**config.mk**
```make
export PLATFORM = sky130hd
export DESIGN_NAME = gsp_learn
export DESIGN_NICKNAME = d
export VERILOG_FILES = /design/src/include/gsp_pkg.sv /design/src/hdl/gsp_learn.sv /design/src/hdl/gsp_sync.sv /design/src/hdl/gsp_blink.sv
export SDC_FILE = /design/constraint.sdc
export NUM_CORES = 1
export LEC_CHECK = 0
export ABC_AREA = 1
export BUFFER_PORTS_ARGS = -buffer_cell sky130_fd_sc_hd__buf_2
export CAP_MARGIN = 20
export CELL_PAD_IN_SITES_DETAIL_PLACEMENT = 1
export CELL_PAD_IN_SITES_GLOBAL_PLACEMENT = 1
export CORE_AREA = 4 4 273 275
export CTS_BUF_LIST = sky130_fd_sc_hd__clkbuf_2
export DETAILED_ROUTE_END_ITERATION = 10
export DIE_AREA = 0 0 277 279
export GPL_ROUTABILITY_DRIVEN = 1
export PLACE_DENSITY_LB_ADDON = 0.1
export RECOVER_POWER = 100
export SYNTH_ARGS = -nofsm -noshare
export SYNTH_HDL_FRONTEND = slang
export SYNTH_HIERARCHICAL = 1
export SYNTH_SLANG_ARGS = --single-unit
```
**constraint.sdc**
```tcl
create_clock -name clock -period 4.8 [get_ports clock]
set_clock_uncertainty 0.1 [all_clocks]
set_input_delay 0.96 -clock clock [delete_from_list [all_inputs] [get_ports clock]]
set_output_delay 0.96 -clock clock [all_outputs]
set_load 0.05 [all_outputs]
```
**src/include/gsp_pkg.sv**
```systemverilog
// Constants and types for the gate stop position learning sequencer
package gsp_pkg;
	// Timebase
	localparam int unsigned CLK_HZ     = 10_000_000;
	localparam int unsigned CYC_PER_MS = CLK_HZ / 1000;
	localparam int unsigned T_MAN_S    = 3;
	localparam int unsigned T_AUTO_S   = 5;
	localparam int unsigned T_LIT_S    = 2;
	localparam int unsigned T_STORE_S  = 3;
	localparam int unsigned T_IDLE_S   = 10;
	localparam int unsigned T_BRIEF_MS = 500;
	localparam int unsigned T_SLOW_MS  = 250;
	localparam int unsigned T_FAST_MS  = 100;

	// Widths
	localparam int unsigned CNT_W = 28;
	localparam int unsigned POS_W = 16;
	localparam int unsigned NIND  = 8;
	localparam int unsigned IDX_W = 3;
	typedef logic [CNT_W-1:0]           gsp_cnt_t;
	typedef logic [POS_W-1:0]           gsp_pos_t;
	typedef logic [NIND-1:0]            gsp_ind_t;
	typedef logic [IDX_W-1:0]           gsp_idx_t;
	typedef logic [NIND-1:0][POS_W-1:0] gsp_tbl_t;

	// Cycle counts derived from the times above
	localparam gsp_cnt_t CYC_MAN   = CNT_W'(T_MAN_S * CLK_HZ);
	localparam gsp_cnt_t CYC_AUTO  = CNT_W'(T_AUTO_S * CLK_HZ);
	localparam gsp_cnt_t CYC_LIT   = CNT_W'(T_LIT_S * CLK_HZ);
	localparam gsp_cnt_t CYC_STORE = CNT_W'(T_STORE_S * CLK_HZ);
	localparam gsp_cnt_t CYC_IDLE  = CNT_W'(T_IDLE_S * CLK_HZ);
	localparam gsp_cnt_t CYC_BRIEF = CNT_W'(T_BRIEF_MS * CYC_PER_MS);
	localparam gsp_cnt_t CYC_SLOW  = CNT_W'(T_SLOW_MS * CYC_PER_MS);
	localparam gsp_cnt_t CYC_FAST  = CNT_W'(T_FAST_MS * CYC_PER_MS);

	// Position slots, one per indicator
	localparam gsp_idx_t IDX_CL1 = 3'h0;
	localparam gsp_idx_t IDX_CL2 = 3'h1;
	localparam gsp_idx_t IDX_SA2 = 3'h2;
	localparam gsp_idx_t IDX_A1  = 3'h3;
	localparam gsp_idx_t IDX_A2  = 3'h4;
	localparam gsp_idx_t IDX_SC1 = 3'h5;
	localparam gsp_idx_t IDX_OP1 = 3'h6;
	localparam gsp_idx_t IDX_OP2 = 3'h7;
	localparam gsp_ind_t MOTOR2_MASK = 8'h96;
	localparam gsp_ind_t STOP_MASK   = 8'hC3;
	localparam gsp_ind_t IND_ONE     = 8'h01;
	localparam gsp_ind_t IND_PEND    = 8'h03;
	localparam gsp_ind_t IND_AUTO    = 8'h0C;
	localparam int unsigned OFS_SHIFT = 2;

	typedef struct packed {
		logic open;
		logic close;
		logic confirm;
		logic photo;
		logic stopIn;
		logic m1Stop;
		logic m2Stop;
	} gsp_pins_s;

	typedef struct packed {
		logic run;
		logic dirOpen;
		logic fast;
	} gsp_drive_s;

	typedef struct packed {
		gsp_drive_s m1;
		gsp_drive_s m2;
	} gsp_motor_s;

	localparam gsp_drive_s DRV_CLOSE_SLOW = 3'h4;
	localparam gsp_drive_s DRV_OPEN_SLOW  = 3'h6;
	localparam gsp_drive_s DRV_CLOSE_FAST = 3'h5;

	typedef enum logic [7:0] {
		ST_IDLE = 8'h01,
		ST_ARM  = 8'h02,
		ST_ARMA = 8'h04,
		ST_ACL1 = 8'h08,
		ST_ACL2 = 8'h10,
		ST_AOPN = 8'h20,
		ST_AFCL = 8'h40,
		ST_MAN  = 8'h80
	} gsp_state_e;

	typedef struct packed {
		gsp_pins_s s1;
		gsp_pins_s s2;
	} gsp_sync_s;

	typedef struct packed {
		gsp_cnt_t cntS;
		gsp_cnt_t cntF;
		logic     slow;
		logic     fast;
	} gsp_blink_s;

	typedef struct packed {
		gsp_state_e st;
		gsp_idx_t   sel;
		gsp_cnt_t   holdCnt;
		gsp_cnt_t   btnCnt;
		gsp_cnt_t   idleCnt;
		logic       failFlag;
		logic       autoOk;
		logic       mixed;
		logic       busy;
		logic       leafOneGo;
		logic       leafTwoGo;
		logic       m1AtOpen;
		logic       m2AtOpen;
		gsp_ind_t   ind;
		gsp_motor_s mot;
		gsp_pins_s  prev;
		gsp_tbl_t   tbl;
	} gsp_learn_s;

	localparam gsp_learn_s LEARN_RST = '{st: ST_IDLE, default: '0};

	function automatic logic usesMotorTwo(input gsp_idx_t idx);
		return MOTOR2_MASK[idx];
	endfunction : usesMotorTwo

	function automatic logic isStopPos(input gsp_idx_t idx);
		return STOP_MASK[idx];
	endfunction : isStopPos

	function automatic gsp_ind_t indBit(input gsp_idx_t idx);
		return IND_ONE << idx;
	endfunction : indBit

	function automatic gsp_pos_t offsetPt(input gsp_pos_t cl, input gsp_pos_t op);
		return cl + ((op - cl) >> OFS_SHIFT);
	endfunction : offsetPt
endpackage : gsp_pkg

```
**src/hdl/gsp_learn.sv**
```systemverilog
// Stop position learning sequencer: automatic, manual and mixed modes
`timescale 1ns/10ps
module gsp_learn #(
	parameter gsp_pkg::gsp_cnt_t MAN_CYC   = gsp_pkg::CYC_MAN,
	parameter gsp_pkg::gsp_cnt_t AUTO_CYC  = gsp_pkg::CYC_AUTO,
	parameter gsp_pkg::gsp_cnt_t LIT_CYC   = gsp_pkg::CYC_LIT,
	parameter gsp_pkg::gsp_cnt_t STORE_CYC = gsp_pkg::CYC_STORE,
	parameter gsp_pkg::gsp_cnt_t IDLE_CYC  = gsp_pkg::CYC_IDLE,
	parameter gsp_pkg::gsp_cnt_t BRIEF_CYC = gsp_pkg::CYC_BRIEF,
	parameter gsp_pkg::gsp_cnt_t SLOW_CYC  = gsp_pkg::CYC_SLOW,
	parameter gsp_pkg::gsp_cnt_t FAST_CYC  = gsp_pkg::CYC_FAST
) (
	input  wire logic               clock,
	input  wire logic               arst_n,
	input  wire logic               clkEn,
	input  wire gsp_pkg::gsp_pins_s pinsAsync,
	input  wire gsp_pkg::gsp_pos_t  m1Pos,
	input  wire gsp_pkg::gsp_pos_t  m2Pos,
	input  wire logic               devLearnPending,
	output gsp_pkg::gsp_ind_t       posInd,
	output gsp_pkg::gsp_motor_s     motorCmd,
	output gsp_pkg::gsp_tbl_t       posTable,
	output logic                    leafOneGo,
	output logic                    leafTwoGo,
	output logic                    m1AtOpen,
	output logic                    m2AtOpen,
	output logic                    learnBusy,
	output logic                    learnFailed,
	output logic                    autoLearned
);
	import gsp_pkg::*;
	gsp_learn_s r;
	gsp_learn_s n;
	gsp_pins_s  p;
	logic       slowOn;
	logic       fastOn;
	logic       autoRun;
	logic       trip;
	logic       dirBtn;
	logic       m1Done;
	logic       m2Done;
	logic       closedBoth;
	gsp_pos_t   selPos;
	gsp_pos_t   saPos;

	// Pins are asynchronous to the unit clock
	gsp_sync uSync (
		.clock     (clock),
		.arst_n    (arst_n),
		.clkEn     (clkEn),
		.pinsAsync (pinsAsync),
		.pinsSync  (p)
	);

	gsp_blink #(
		.SLOW_CYC (SLOW_CYC),
		.FAST_CYC (FAST_CYC)
	) uBlink (
		.clock  (clock),
		.arst_n (arst_n),
		.clkEn  (clkEn),
		.slowOn (slowOn),
		.fastOn (fastOn)
	);

	// Shared terms; stop sense while opening only counts once off the closed stop
	assign autoRun    = r.st inside {ST_ACL1, ST_ACL2, ST_AOPN, ST_AFCL};
	assign trip       = p.photo || p.stopIn;
	assign dirBtn     = p.open || p.close;
	// Done once the open stop is latched apart from the closed one; a live stall flag
	// drops as soon as the motor halts, and two leaves arriving apart would never agree
	assign m1Done     = r.tbl[IDX_OP1] != r.tbl[IDX_CL1];
	assign m2Done     = r.tbl[IDX_OP2] != r.tbl[IDX_CL2];
	assign closedBoth = (m1Pos <= r.tbl[IDX_CL1]) && (m2Pos <= r.tbl[IDX_CL2]);
	assign selPos     = usesMotorTwo(r.sel) ? m2Pos : m1Pos;
	assign saPos      = r.tbl[IDX_SA2];

	// Next-state logic of the whole sequencer
	always_comb begin
		n = r;
		n.mot = '0;
		n.prev = p;
		n.leafOneGo = m2Pos > r.tbl[IDX_SA2];
		n.leafTwoGo = m1Pos < r.tbl[IDX_SC1];
		n.m1AtOpen = m1Pos >= r.tbl[IDX_A1];
		n.m2AtOpen = m2Pos >= r.tbl[IDX_A2];
		unique case (r.st)
			ST_IDLE: begin
				n.holdCnt = '0;
				// Device learning must come first; rerun allowed any time after
				if (p.close && p.confirm && !devLearnPending) begin
					n.st = ST_ARM;
					n.failFlag = 1'b0;
				end
			end
			ST_ARM: begin
				if (p.close && p.confirm) begin
					if (r.holdCnt >= AUTO_CYC - 1'b1) begin
						n.st = ST_ARMA;
					end else begin
						n.holdCnt = r.holdCnt + 1'b1;
					end
				end else if (r.holdCnt >= MAN_CYC) begin
					n.st = ST_MAN;
					n.sel = IDX_CL1;
					n.mixed = r.autoOk;
					n.idleCnt = '0;
					n.holdCnt = '0;
					n.btnCnt = '0;
				end else begin
					n.st = ST_IDLE;
				end
			end
			ST_ARMA: begin
				// Motors wait until the installer lets go
				if (!p.close && !p.confirm) begin
					n.st = ST_ACL1;
				end
			end
			ST_ACL1: begin
				n.mot.m1 = DRV_CLOSE_SLOW;
				if (p.m1Stop) begin
					n.mot.m1 = '0;
					n.tbl[IDX_CL1] = m1Pos;
					n.st = ST_ACL2;
				end
			end
			ST_ACL2: begin
				n.mot.m2 = DRV_CLOSE_SLOW;
				if (p.m2Stop) begin
					n.mot.m2 = '0;
					n.tbl[IDX_CL2] = m2Pos;
					// Open slots equal the closed ones until each open stop is found
					n.tbl[IDX_OP1] = r.tbl[IDX_CL1];
					n.tbl[IDX_OP2] = m2Pos;
					n.st = ST_AOPN;
				end
			end
			ST_AOPN: begin
				if (!m1Done) begin
					n.mot.m1 = DRV_OPEN_SLOW;
					if (p.m1Stop && m1Pos != r.tbl[IDX_CL1]) begin
						n.tbl[IDX_OP1] = m1Pos;
					end
				end
				if (!m2Done) begin
					n.mot.m2 = DRV_OPEN_SLOW;
					if (p.m2Stop && m2Pos != r.tbl[IDX_CL2]) begin
						n.tbl[IDX_OP2] = m2Pos;
					end
				end
				// Both at the open stops: derive offsets and halt points
				if (m1Done && m2Done) begin
					n.tbl[IDX_A1] = r.tbl[IDX_OP1];
					n.tbl[IDX_A2] = r.tbl[IDX_OP2];
					n.tbl[IDX_SA2] = offsetPt(r.tbl[IDX_CL2], r.tbl[IDX_OP2]);
					n.tbl[IDX_SC1] = offsetPt(r.tbl[IDX_CL1], r.tbl[IDX_OP1]);
					n.st = ST_AFCL;
				end
			end
			ST_AFCL: begin
				if (closedBoth) begin
					n.st = ST_IDLE;
					n.autoOk = 1'b1;
				end else begin
					n.mot.m1 = DRV_CLOSE_FAST;
					n.mot.m2 = DRV_CLOSE_FAST;
				end
			end
			ST_MAN: begin
				// Inactivity ends the session, table untouched
				if (dirBtn || p.confirm) begin
					n.idleCnt = '0;
				end else if (r.idleCnt >= IDLE_CYC - 1'b1) begin
					n.st = ST_IDLE;
				end else begin
					n.idleCnt = r.idleCnt + 1'b1;
				end
				// Short press steps selection; long press jogs the motor
				if (dirBtn && !p.confirm) begin
					if (r.btnCnt < BRIEF_CYC) begin
						n.btnCnt = r.btnCnt + 1'b1;
					end else if (usesMotorTwo(r.sel)) begin
						n.mot.m2 = p.open ? DRV_OPEN_SLOW : DRV_CLOSE_SLOW;
					end else begin
						n.mot.m1 = p.open ? DRV_OPEN_SLOW : DRV_CLOSE_SLOW;
					end
				end else begin
					n.btnCnt = '0;
					if (r.btnCnt != '0 && r.btnCnt < BRIEF_CYC) begin
						n.sel = r.prev.open ? r.sel + 1'b1 : r.sel - 1'b1;
					end
				end
				// Confirm held past the store time commits on release
				if (p.confirm) begin
					if (r.holdCnt < STORE_CYC) begin
						n.holdCnt = r.holdCnt + 1'b1;
					end
				end else begin
					n.holdCnt = '0;
					if (r.prev.confirm && r.holdCnt >= STORE_CYC) begin
						if (!(r.mixed && isStopPos(r.sel))) begin
							n.tbl[r.sel] = selPos;
						end
						n.sel = r.sel + 1'b1;
						if (r.sel == IDX_OP2) begin
							n.st = ST_IDLE;
						end
					end
				end
			end
			default: begin
				n = LEARN_RST;
			end
		endcase
		// Safety trips win over an installer halt
		if (autoRun && (trip || dirBtn)) begin
			n.st = ST_IDLE;
			n.mot = '0;
			n.failFlag = trip;
		end
		n.busy = n.st != ST_IDLE;
		// Indicators follow the state being entered
		n.ind = '0;
		unique case (n.st)
			ST_IDLE: begin
				if (n.failFlag) begin
					n.ind = slowOn ? IND_ONE : '0;
				end else if (devLearnPending) begin
					n.ind = slowOn ? IND_PEND : '0;
				end
			end
			ST_ARM: begin
				if (n.holdCnt >= MAN_CYC) begin
					n.ind = slowOn ? IND_ONE : '0;
				end
			end
			ST_MAN: begin
				if (p.confirm && n.holdCnt >= LIT_CYC) begin
					n.ind = indBit(n.sel);
				end else if (slowOn) begin
					n.ind = indBit(n.sel);
				end
			end
			default: begin
				n.ind = fastOn ? IND_AUTO : '0;
			end
		endcase
	end

	always_ff @(posedge clock or negedge arst_n) begin
		if (!arst_n) begin
			r <= LEARN_RST;
		end else if (clkEn) begin
			r <= n;
		end
	end

	// All outputs straight from the state register
	assign posInd      = r.ind;
	assign motorCmd    = r.mot;
	assign posTable    = r.tbl;
	assign leafOneGo   = r.leafOneGo;
	assign leafTwoGo   = r.leafTwoGo;
	assign m1AtOpen    = r.m1AtOpen;
	assign m2AtOpen    = r.m2AtOpen;
	assign learnBusy   = r.busy;
	assign learnFailed = r.failFlag;
	assign autoLearned = r.autoOk;
endmodule : gsp_learn

```
**src/hdl/gsp_sync.sv**
```systemverilog
// Two-stage synchroniser for the button and sensor pins
`timescale 1ns/10ps
module gsp_sync (
	input  wire logic               clock,
	input  wire logic               arst_n,
	input  wire logic               clkEn,
	input  wire gsp_pkg::gsp_pins_s pinsAsync,
	output gsp_pkg::gsp_pins_s      pinsSync
);
	import gsp_pkg::*;
	gsp_sync_s r;
	gsp_sync_s n;

	// Stage one feeds only stage two
	always_comb begin
		n = r;
		n.s1 = pinsAsync;
		n.s2 = r.s1;
	end

	always_ff @(posedge clock or negedge arst_n) begin
		if (!arst_n) begin
			r <= '0;
		end else if (clkEn) begin
			r <= n;
		end
	end

	assign pinsSync = r.s2;
endmodule : gsp_sync

```
**src/hdl/gsp_blink.sv**
```systemverilog
// Slow and fast flash timebase for the position indicators
`timescale 1ns/10ps
module gsp_blink #(
	parameter gsp_pkg::gsp_cnt_t SLOW_CYC = gsp_pkg::CYC_SLOW,
	parameter gsp_pkg::gsp_cnt_t FAST_CYC = gsp_pkg::CYC_FAST
) (
	input  wire logic clock,
	input  wire logic arst_n,
	input  wire logic clkEn,
	output logic      slowOn,
	output logic      fastOn
);
	import gsp_pkg::*;
	gsp_blink_s r;
	gsp_blink_s n;

	// Free-running half-period counters toggle each phase
	always_comb begin
		n = r;
		n.cntS = r.cntS + 1'b1;
		n.cntF = r.cntF + 1'b1;
		if (r.cntS >= SLOW_CYC - 1'b1) begin
			n.cntS = '0;
			n.slow = !r.slow;
		end
		if (r.cntF >= FAST_CYC - 1'b1) begin
			n.cntF = '0;
			n.fast = !r.fast;
		end
	end

	always_ff @(posedge clock or negedge arst_n) begin
		if (!arst_n) begin
			r <= '0;
		end else if (clkEn) begin
			r <= n;
		end
	end

	assign slowOn = r.slow;
	assign fastOn = r.fast;
endmodule : gsp_blink

```
* After elaboration in Yosys (flattened, before gate mapping) *
Memory sizes are Yosys's and may differ from the RTL's.
Cells that the tools add are included.

storage, ports and cells
  bits in registers = 319
  bits in read-only memories = 16
  output and inout port bits = 149
  memories kept = 2

cells by class
  $add $sub $neg = 11
  $lt $le $gt $ge = 17
  equal/unequal tests = 32
  shift-type cells = 1
  muxes and demuxes = 88
  bitwise gates (word level) = 7
  reduce and logical (&&, ||, !) cells = 46

memories
  memory           words  width  read ports  clocked after Yosys merged registers in  wr ports  RTL line        RTL
  (no name shown)  8      1      1           0                                        0         gsp_pkg.sv:127  return STOP_MASK[idx];
  (no name shown)  8      1      1           0                                        0         gsp_pkg.sv:123  return MOTOR2_MASK[idx];

operator list
  cell                                                                                    count
  128-bit two-way mux                                                                     3
  28-bit two-way mux                                                                      10
  64-bit case mux with 3 select lines                                                     1
  56-bit case mux with 3 select lines                                                     1
  28-bit by 1-bit adder with 28-bit output (second input constant)                        5
  128-bit bitwise mux                                                                     1
  16-bit two-way mux                                                                      8
  32-bit case mux with 4 select lines                                                     1
  8-bit two-way mux                                                                       15
  16-bit case mux with 3 select lines                                                     2
  87-bit two-way mux                                                                      1
  28-bit by 25-bit greater-or-equal comparator with 1-bit output (second input constant)  3
  28-bit case mux with 3 select lines                                                     1
  64-bit two-way mux                                                                      1
  16-bit inequality test                                                                  4
  8-bit case mux with 8 select lines                                                      1
  56-bit two-way mux                                                                      1
  16-bit demux with 3-bit select                                                          1
  16-bit by 14-bit adder with 16-bit output                                               2
  16-bit greater-or-equal comparator                                                      2
  16-bit <= comparator                                                                    2
  32-bit two-way mux                                                                      1
  16-bit subtractor                                                                       2
  3-bit two-way mux                                                                       10
  other kinds (53)                                                                        123

* Depth between registers and ports, before layout *
  word-level depth = 11
  mapped depth = 32
  mapped depth without buffers = 32

* Modules after synthesis *
The synthesis kept the hierarchy.

by module, submodules not included
  module     times used  cells each  area each (um2)  seq. area each (um2)
  gsp_learn  1           3135        21424.3          6182.2
  gsp_blink  1           428         3183.1           1451.4
  gsp_sync   1           59          530.5            350.3

* Least setup slack after synthesis *
OpenSTA, ideal clock, no wires.

  path kind = flip-flop to flip-flop
  start point = register r, in the netlist posTable[1]
  end point = register r, in the netlist posTable[95]
  data arrival time = 3842 ps
  data required time = 4562 ps
  slack = 721 ps
  stages on the path, launching flop included = 30
  buffers on the path = 0
  cell sequence = dfrtp_1 inv_1 ha_1 a21oi_1 o21ai_0 nand2_1 nand2_1 nand2_1 nand2_1 nand2_1 nand2_1 a21oi_1 nor2_1 nor2_1 o21bai_1 a21oi_1 o21bai_1 xor2_1 ha_1 inv_1 nor4_1 nand3_1 nand4_1 nand3_1 nand2_1 nand2_1 a21oi_1 a21oi_1 o21ai_0 a22oi_1

between the ends
  longest elaborated chain between the ends = 4
  elaborated cells between the ends (all ways) = 8
  those cells by class = 2 x add/sub; 2 x eq/ne; 2 x mux; 2 x reduce/logical

ends and longest elaborated chain
  element                                                                                 RTL line                          RTL
  start: declaration                                                                      gsp_learn.sv:32                   gsp_learn_s r;
  start signal: assignment                                                                gsp_learn.sv:255                  r <= n;
  16-bit subtractor or 16-bit inequality test (tied branches)                             gsp_pkg.sv:135, gsp_learn.sv:72
  16-bit by 14-bit adder with 16-bit output or 1-bit logical AND (tied branches)          gsp_pkg.sv:135, gsp_learn.sv:153
  64-bit two-way mux or 2-bit by 1-bit inequality test with 1-bit output (tied branches)  -
  64-bit case mux with 3 select lines or 6-bit AND reduction (tied branches)              -

Several ways; a longest one is shown, not always the timed one. The select of a mux whose other input is x is not followed.
A chain may end at the register's enable or synchronous reset.

* Worst setup path in the final report *
  start point = register r[250] (netlist name)
  end point = register r, in the netlist posTable[21]

between the ends
  longest elaborated chain between the ends = 4
  elaborated cells between the ends (all ways) = 16
  those cells by class = 12 x eq/ne; 1 x mux; 1 x bitwise; 2 x reduce/logical

ends and longest elaborated chain
  element                                                                       RTL line         RTL
  8-bit by 4-bit equality test with 1-bit output, or another cell as far along  gsp_learn.sv:87  unique case (r.st)
  6-bit OR reduction (no source line)                                           -
  1-bit inverter (no source line)                                               -
  6-bit AND reduction (no source line)                                          -

Several ways; a longest one is shown, not always the timed one.

==> results.cfg <==
[worst_hold_path]
hp-start = devLearnPending
min_path_cells = 5
min_path_type = input port to flip-flop
hold_path_end = posInd[1]

[placed_design]
placed_area_um2 = 26050
dp_hpwl_um = 73060
io_buffers = 191
pre_cts_ws_ps = 112.9
globalplace.congestion = 0.9106

[drt]
routed_via_density = 5.357
drc = 0
drt_iter0_drc = 1483
via_count = 25330
dr.pass1.iters = 5
wl_per_cell_um = 20.77
ant_nets = 0
drt_wl_total_um = 98210

[worst_setup_path]
crit_arrival_ps = 5440
r2r_end = posTable[21]
r2r_slack_ps = 260
path_max_fanout = 20
r2r_start = r[250]
reg2regPathDepth = 13
worstSetupPathType = flip-flop to flip-flop
required_ps = 5700
end_kind = flip-flop
worstSetupStartpointType = flip-flop

[clock_network]
clock_sinks = 319
cts_root_buf = clkbuf_2
clk_path_buf_depth = 3
clk_latency_ps = 1210
cts_made_buffers = 99
clk_pin_slew_ps = 100
cts_max_level = 3
cts_tree = yes

[finish]
nNetsFinal = 3913
area_growth_pct = 6.197
design_area_um2 = 26700
fillers = 9406
drive_above_1_share = 0.08070

[grt]
grt_usage = 0.2490
grt_pass1_wl_um = 153400
grt_max_degree = 141
grt_pass1_vias = 26550
gr-total-overflow = 0
antenna_found_initial = 5

[synth]
synthFlopType = dfrtp_1
synth_top_area_share = 0.3166
synth_edf_count = 0
ys_warn_count = 6
ys_seq_area_frac = 0.3176
synth_seq_cells = 319
synthTopCellsByArea = dfrtp_1 32%, nand2_1 11%, ha_1 8.3%
yosysUniqueCellTypes = 67
syn_nets = 3834
syn_avg_cell_area_um2 = 6.940
yosys-top-cells-count = 744 x nand2_1, 465 x inv_1, 394 x o21ai_0
synthArstFlopShare = 1.000
synth_top_area_cell = dfrtp_1
synthCells = 3622
synth_area_um2 = 25140
synth.most_common_cell = nand2_1

[run_status]
violations = max-capacitance violations, max-slew violations
run_status = finished with violations

[floorplanning]
io_pins = 192
die-width_um = 277
start_util = 0.3475
die_y_um = 279
dieArea_um2 = 77280
core-area_um2 = 72340
rows = 99

[timing]
final.setup.tns_ps = 0
setup_ws_ps = 261.9
rsz0062_at_grt = false
fmax_ghz = 0.2204
finalSetupViolations = 0
worst_pin_slew_ps = 2562
period_minus_slack_ps = 4538
maxSlewViolCount = 143
hold_viol = 0
slew_headroom = -0.7080
finalCritPeriodShare = 0.9454

[pwr]
leakage_nw = 12.50
powerDensity_nw_per_um2 = 404.8
total_power_mw = 10.81
peakVddDrop_v = 0.0002152

[flow_run]
max_cap_viol_count = 3
==> what timing repair did <==
action | 4_1_cts | 5_1_grt
hold endpoints to repair | 83 | 0
setup buffers | 0 | 1
hold buffers | 8 | 0
resized for setup | 0 | 21
endpoints found under the setup margin | 0 | 10
==> layout make-up <==
cell class                      instances  area [um2]  share of cell area
Multi-Input combinational cell       2559       13700              0.5133
Sequential cell                       319        7984              0.2991
Inverter                              484        1819             0.06815
Tap cell                              959        1200             0.04495
Timing Repair Buffer                  238        1144             0.04284
Clock buffer                          140       700.7             0.02625
Clock inverter                         27       138.9            0.005202
Antenna cell                            3       7.507           0.0002812
==> registers in the layout (all words and copies together) (netlist names), 6 cells and up <==
register	flops
uSync/pinsSync	7
uSync/n	7
r	98
saPos	16
posTable	112
posInd	8
uBlink/r	56
motorCmd	6
==> layout by cell type (no fill, tap or decap), types with 9 or more instances in the layout <==
master      n
a211oi_1   15
a21oi_1   216
a22oi_1    12
a31oi_1    11
buf_2      40
buf_4      25
clkbuf_1  156
clkbuf_2  144
clkinv_1   22
dfrtp_1   318
ha_1      167
inv_1     469
inv_2      11
nand2_1   751
nand3_1   158
nand4_1    52
nor2_1    386
nor2_2     15
nor3_1     50
nor4_1     14
o211ai_1   16
o21ai_0   397
o21ai_1    18
o21bai_1    9
o22ai_1    91
or2_2      11
xnor2_1    20
xor2_1     42
==> cells by family (layout without fill, tap and decap cells) <==
logic type                 Yosys count  in the layout  synth area share
AOI/OAI and AO/OA                  844            844            0.1850
xor gates and xnor gates            62             62           0.02160
adders and majority gates          169            169           0.08471
buffers and inverters              744            889            0.1358
DFF                                319            319            0.3176
muxes                                2              2         0.0008959
other                                0              3                 0
and+or+nand+nor                   1482           1482            0.2544
==> power by group <==
part | leakage (nW) | internal (mW) | total [mW] | switching [mW]
logic | 7.53 | 1.52 | 5.31 | 3.79
registers | 4.33 | 2.94 | 3.30 | 0.360
clock network | 0.641 | 0.797 | 2.20 | 1.40
total | 12.5 | 5.25 | 10.8 | 5.55
==> stage by stage <==
| stage | util | std cells | hold WS, ps |
|---|---|---|---|
| 4_1_cts | 0.3728 | 4722 | 2.210 |
| 5_1_grt | 0.3690 | 4729 | 34.99 |
| 3_5_place_dp | 0.3601 | 4547 | 363.8 |
| 2_1_floorplan | - | 3622 | 336.6 |
| 3_3_place_gp | 0.3600 | 4546 | 354.8 |
| 6_report | 0.3690 | 4729 | 139.5 |
==> critical path: stages, from the launching register on <==
cell and delay, ps:
dfrtp_1 470, nor2_1 120, nand2_1 150, inv_1 70
nand4_1 300, inv_1 400, clkbuf_1 290, nor3_1 290
nand2_1 140, nor3_1 370, inv_1 80, nor2_1 870
clkbuf_2 530, o21ai_0 180
==> worst max path at each step <==
stage | start | endpoint | slack, ps | cells after the start
3_5_place_dp | posTable[17] | saPos[15] | 110 | 29
6_report | r[250] | posTable[21] | 260 | 13
5_1_grt | posTable[2] | posTable[94] | 1 | 31
3_3_place_gp | posTable[1] | posTable[95] | 310 | 29
4_1_cts | posTable[17] | saPos[15] | 50 | 29
2_1_floorplan | posTable[1] | posTable[95] | 720 | 29
==> metal layers <==
metal / part of all wire / GRT usage / wire length [um]
met5: 0 / 0 / 0
met4: 0.028 / 0.07315 / 2742
met3: 0.052 / 0.04883 / 5134
met2: 0.44 / 0.3910 / 43050
met1: 0.48 / 0.3495 / 47290
No activity file was read; power rests on OpenSTA's default activity.
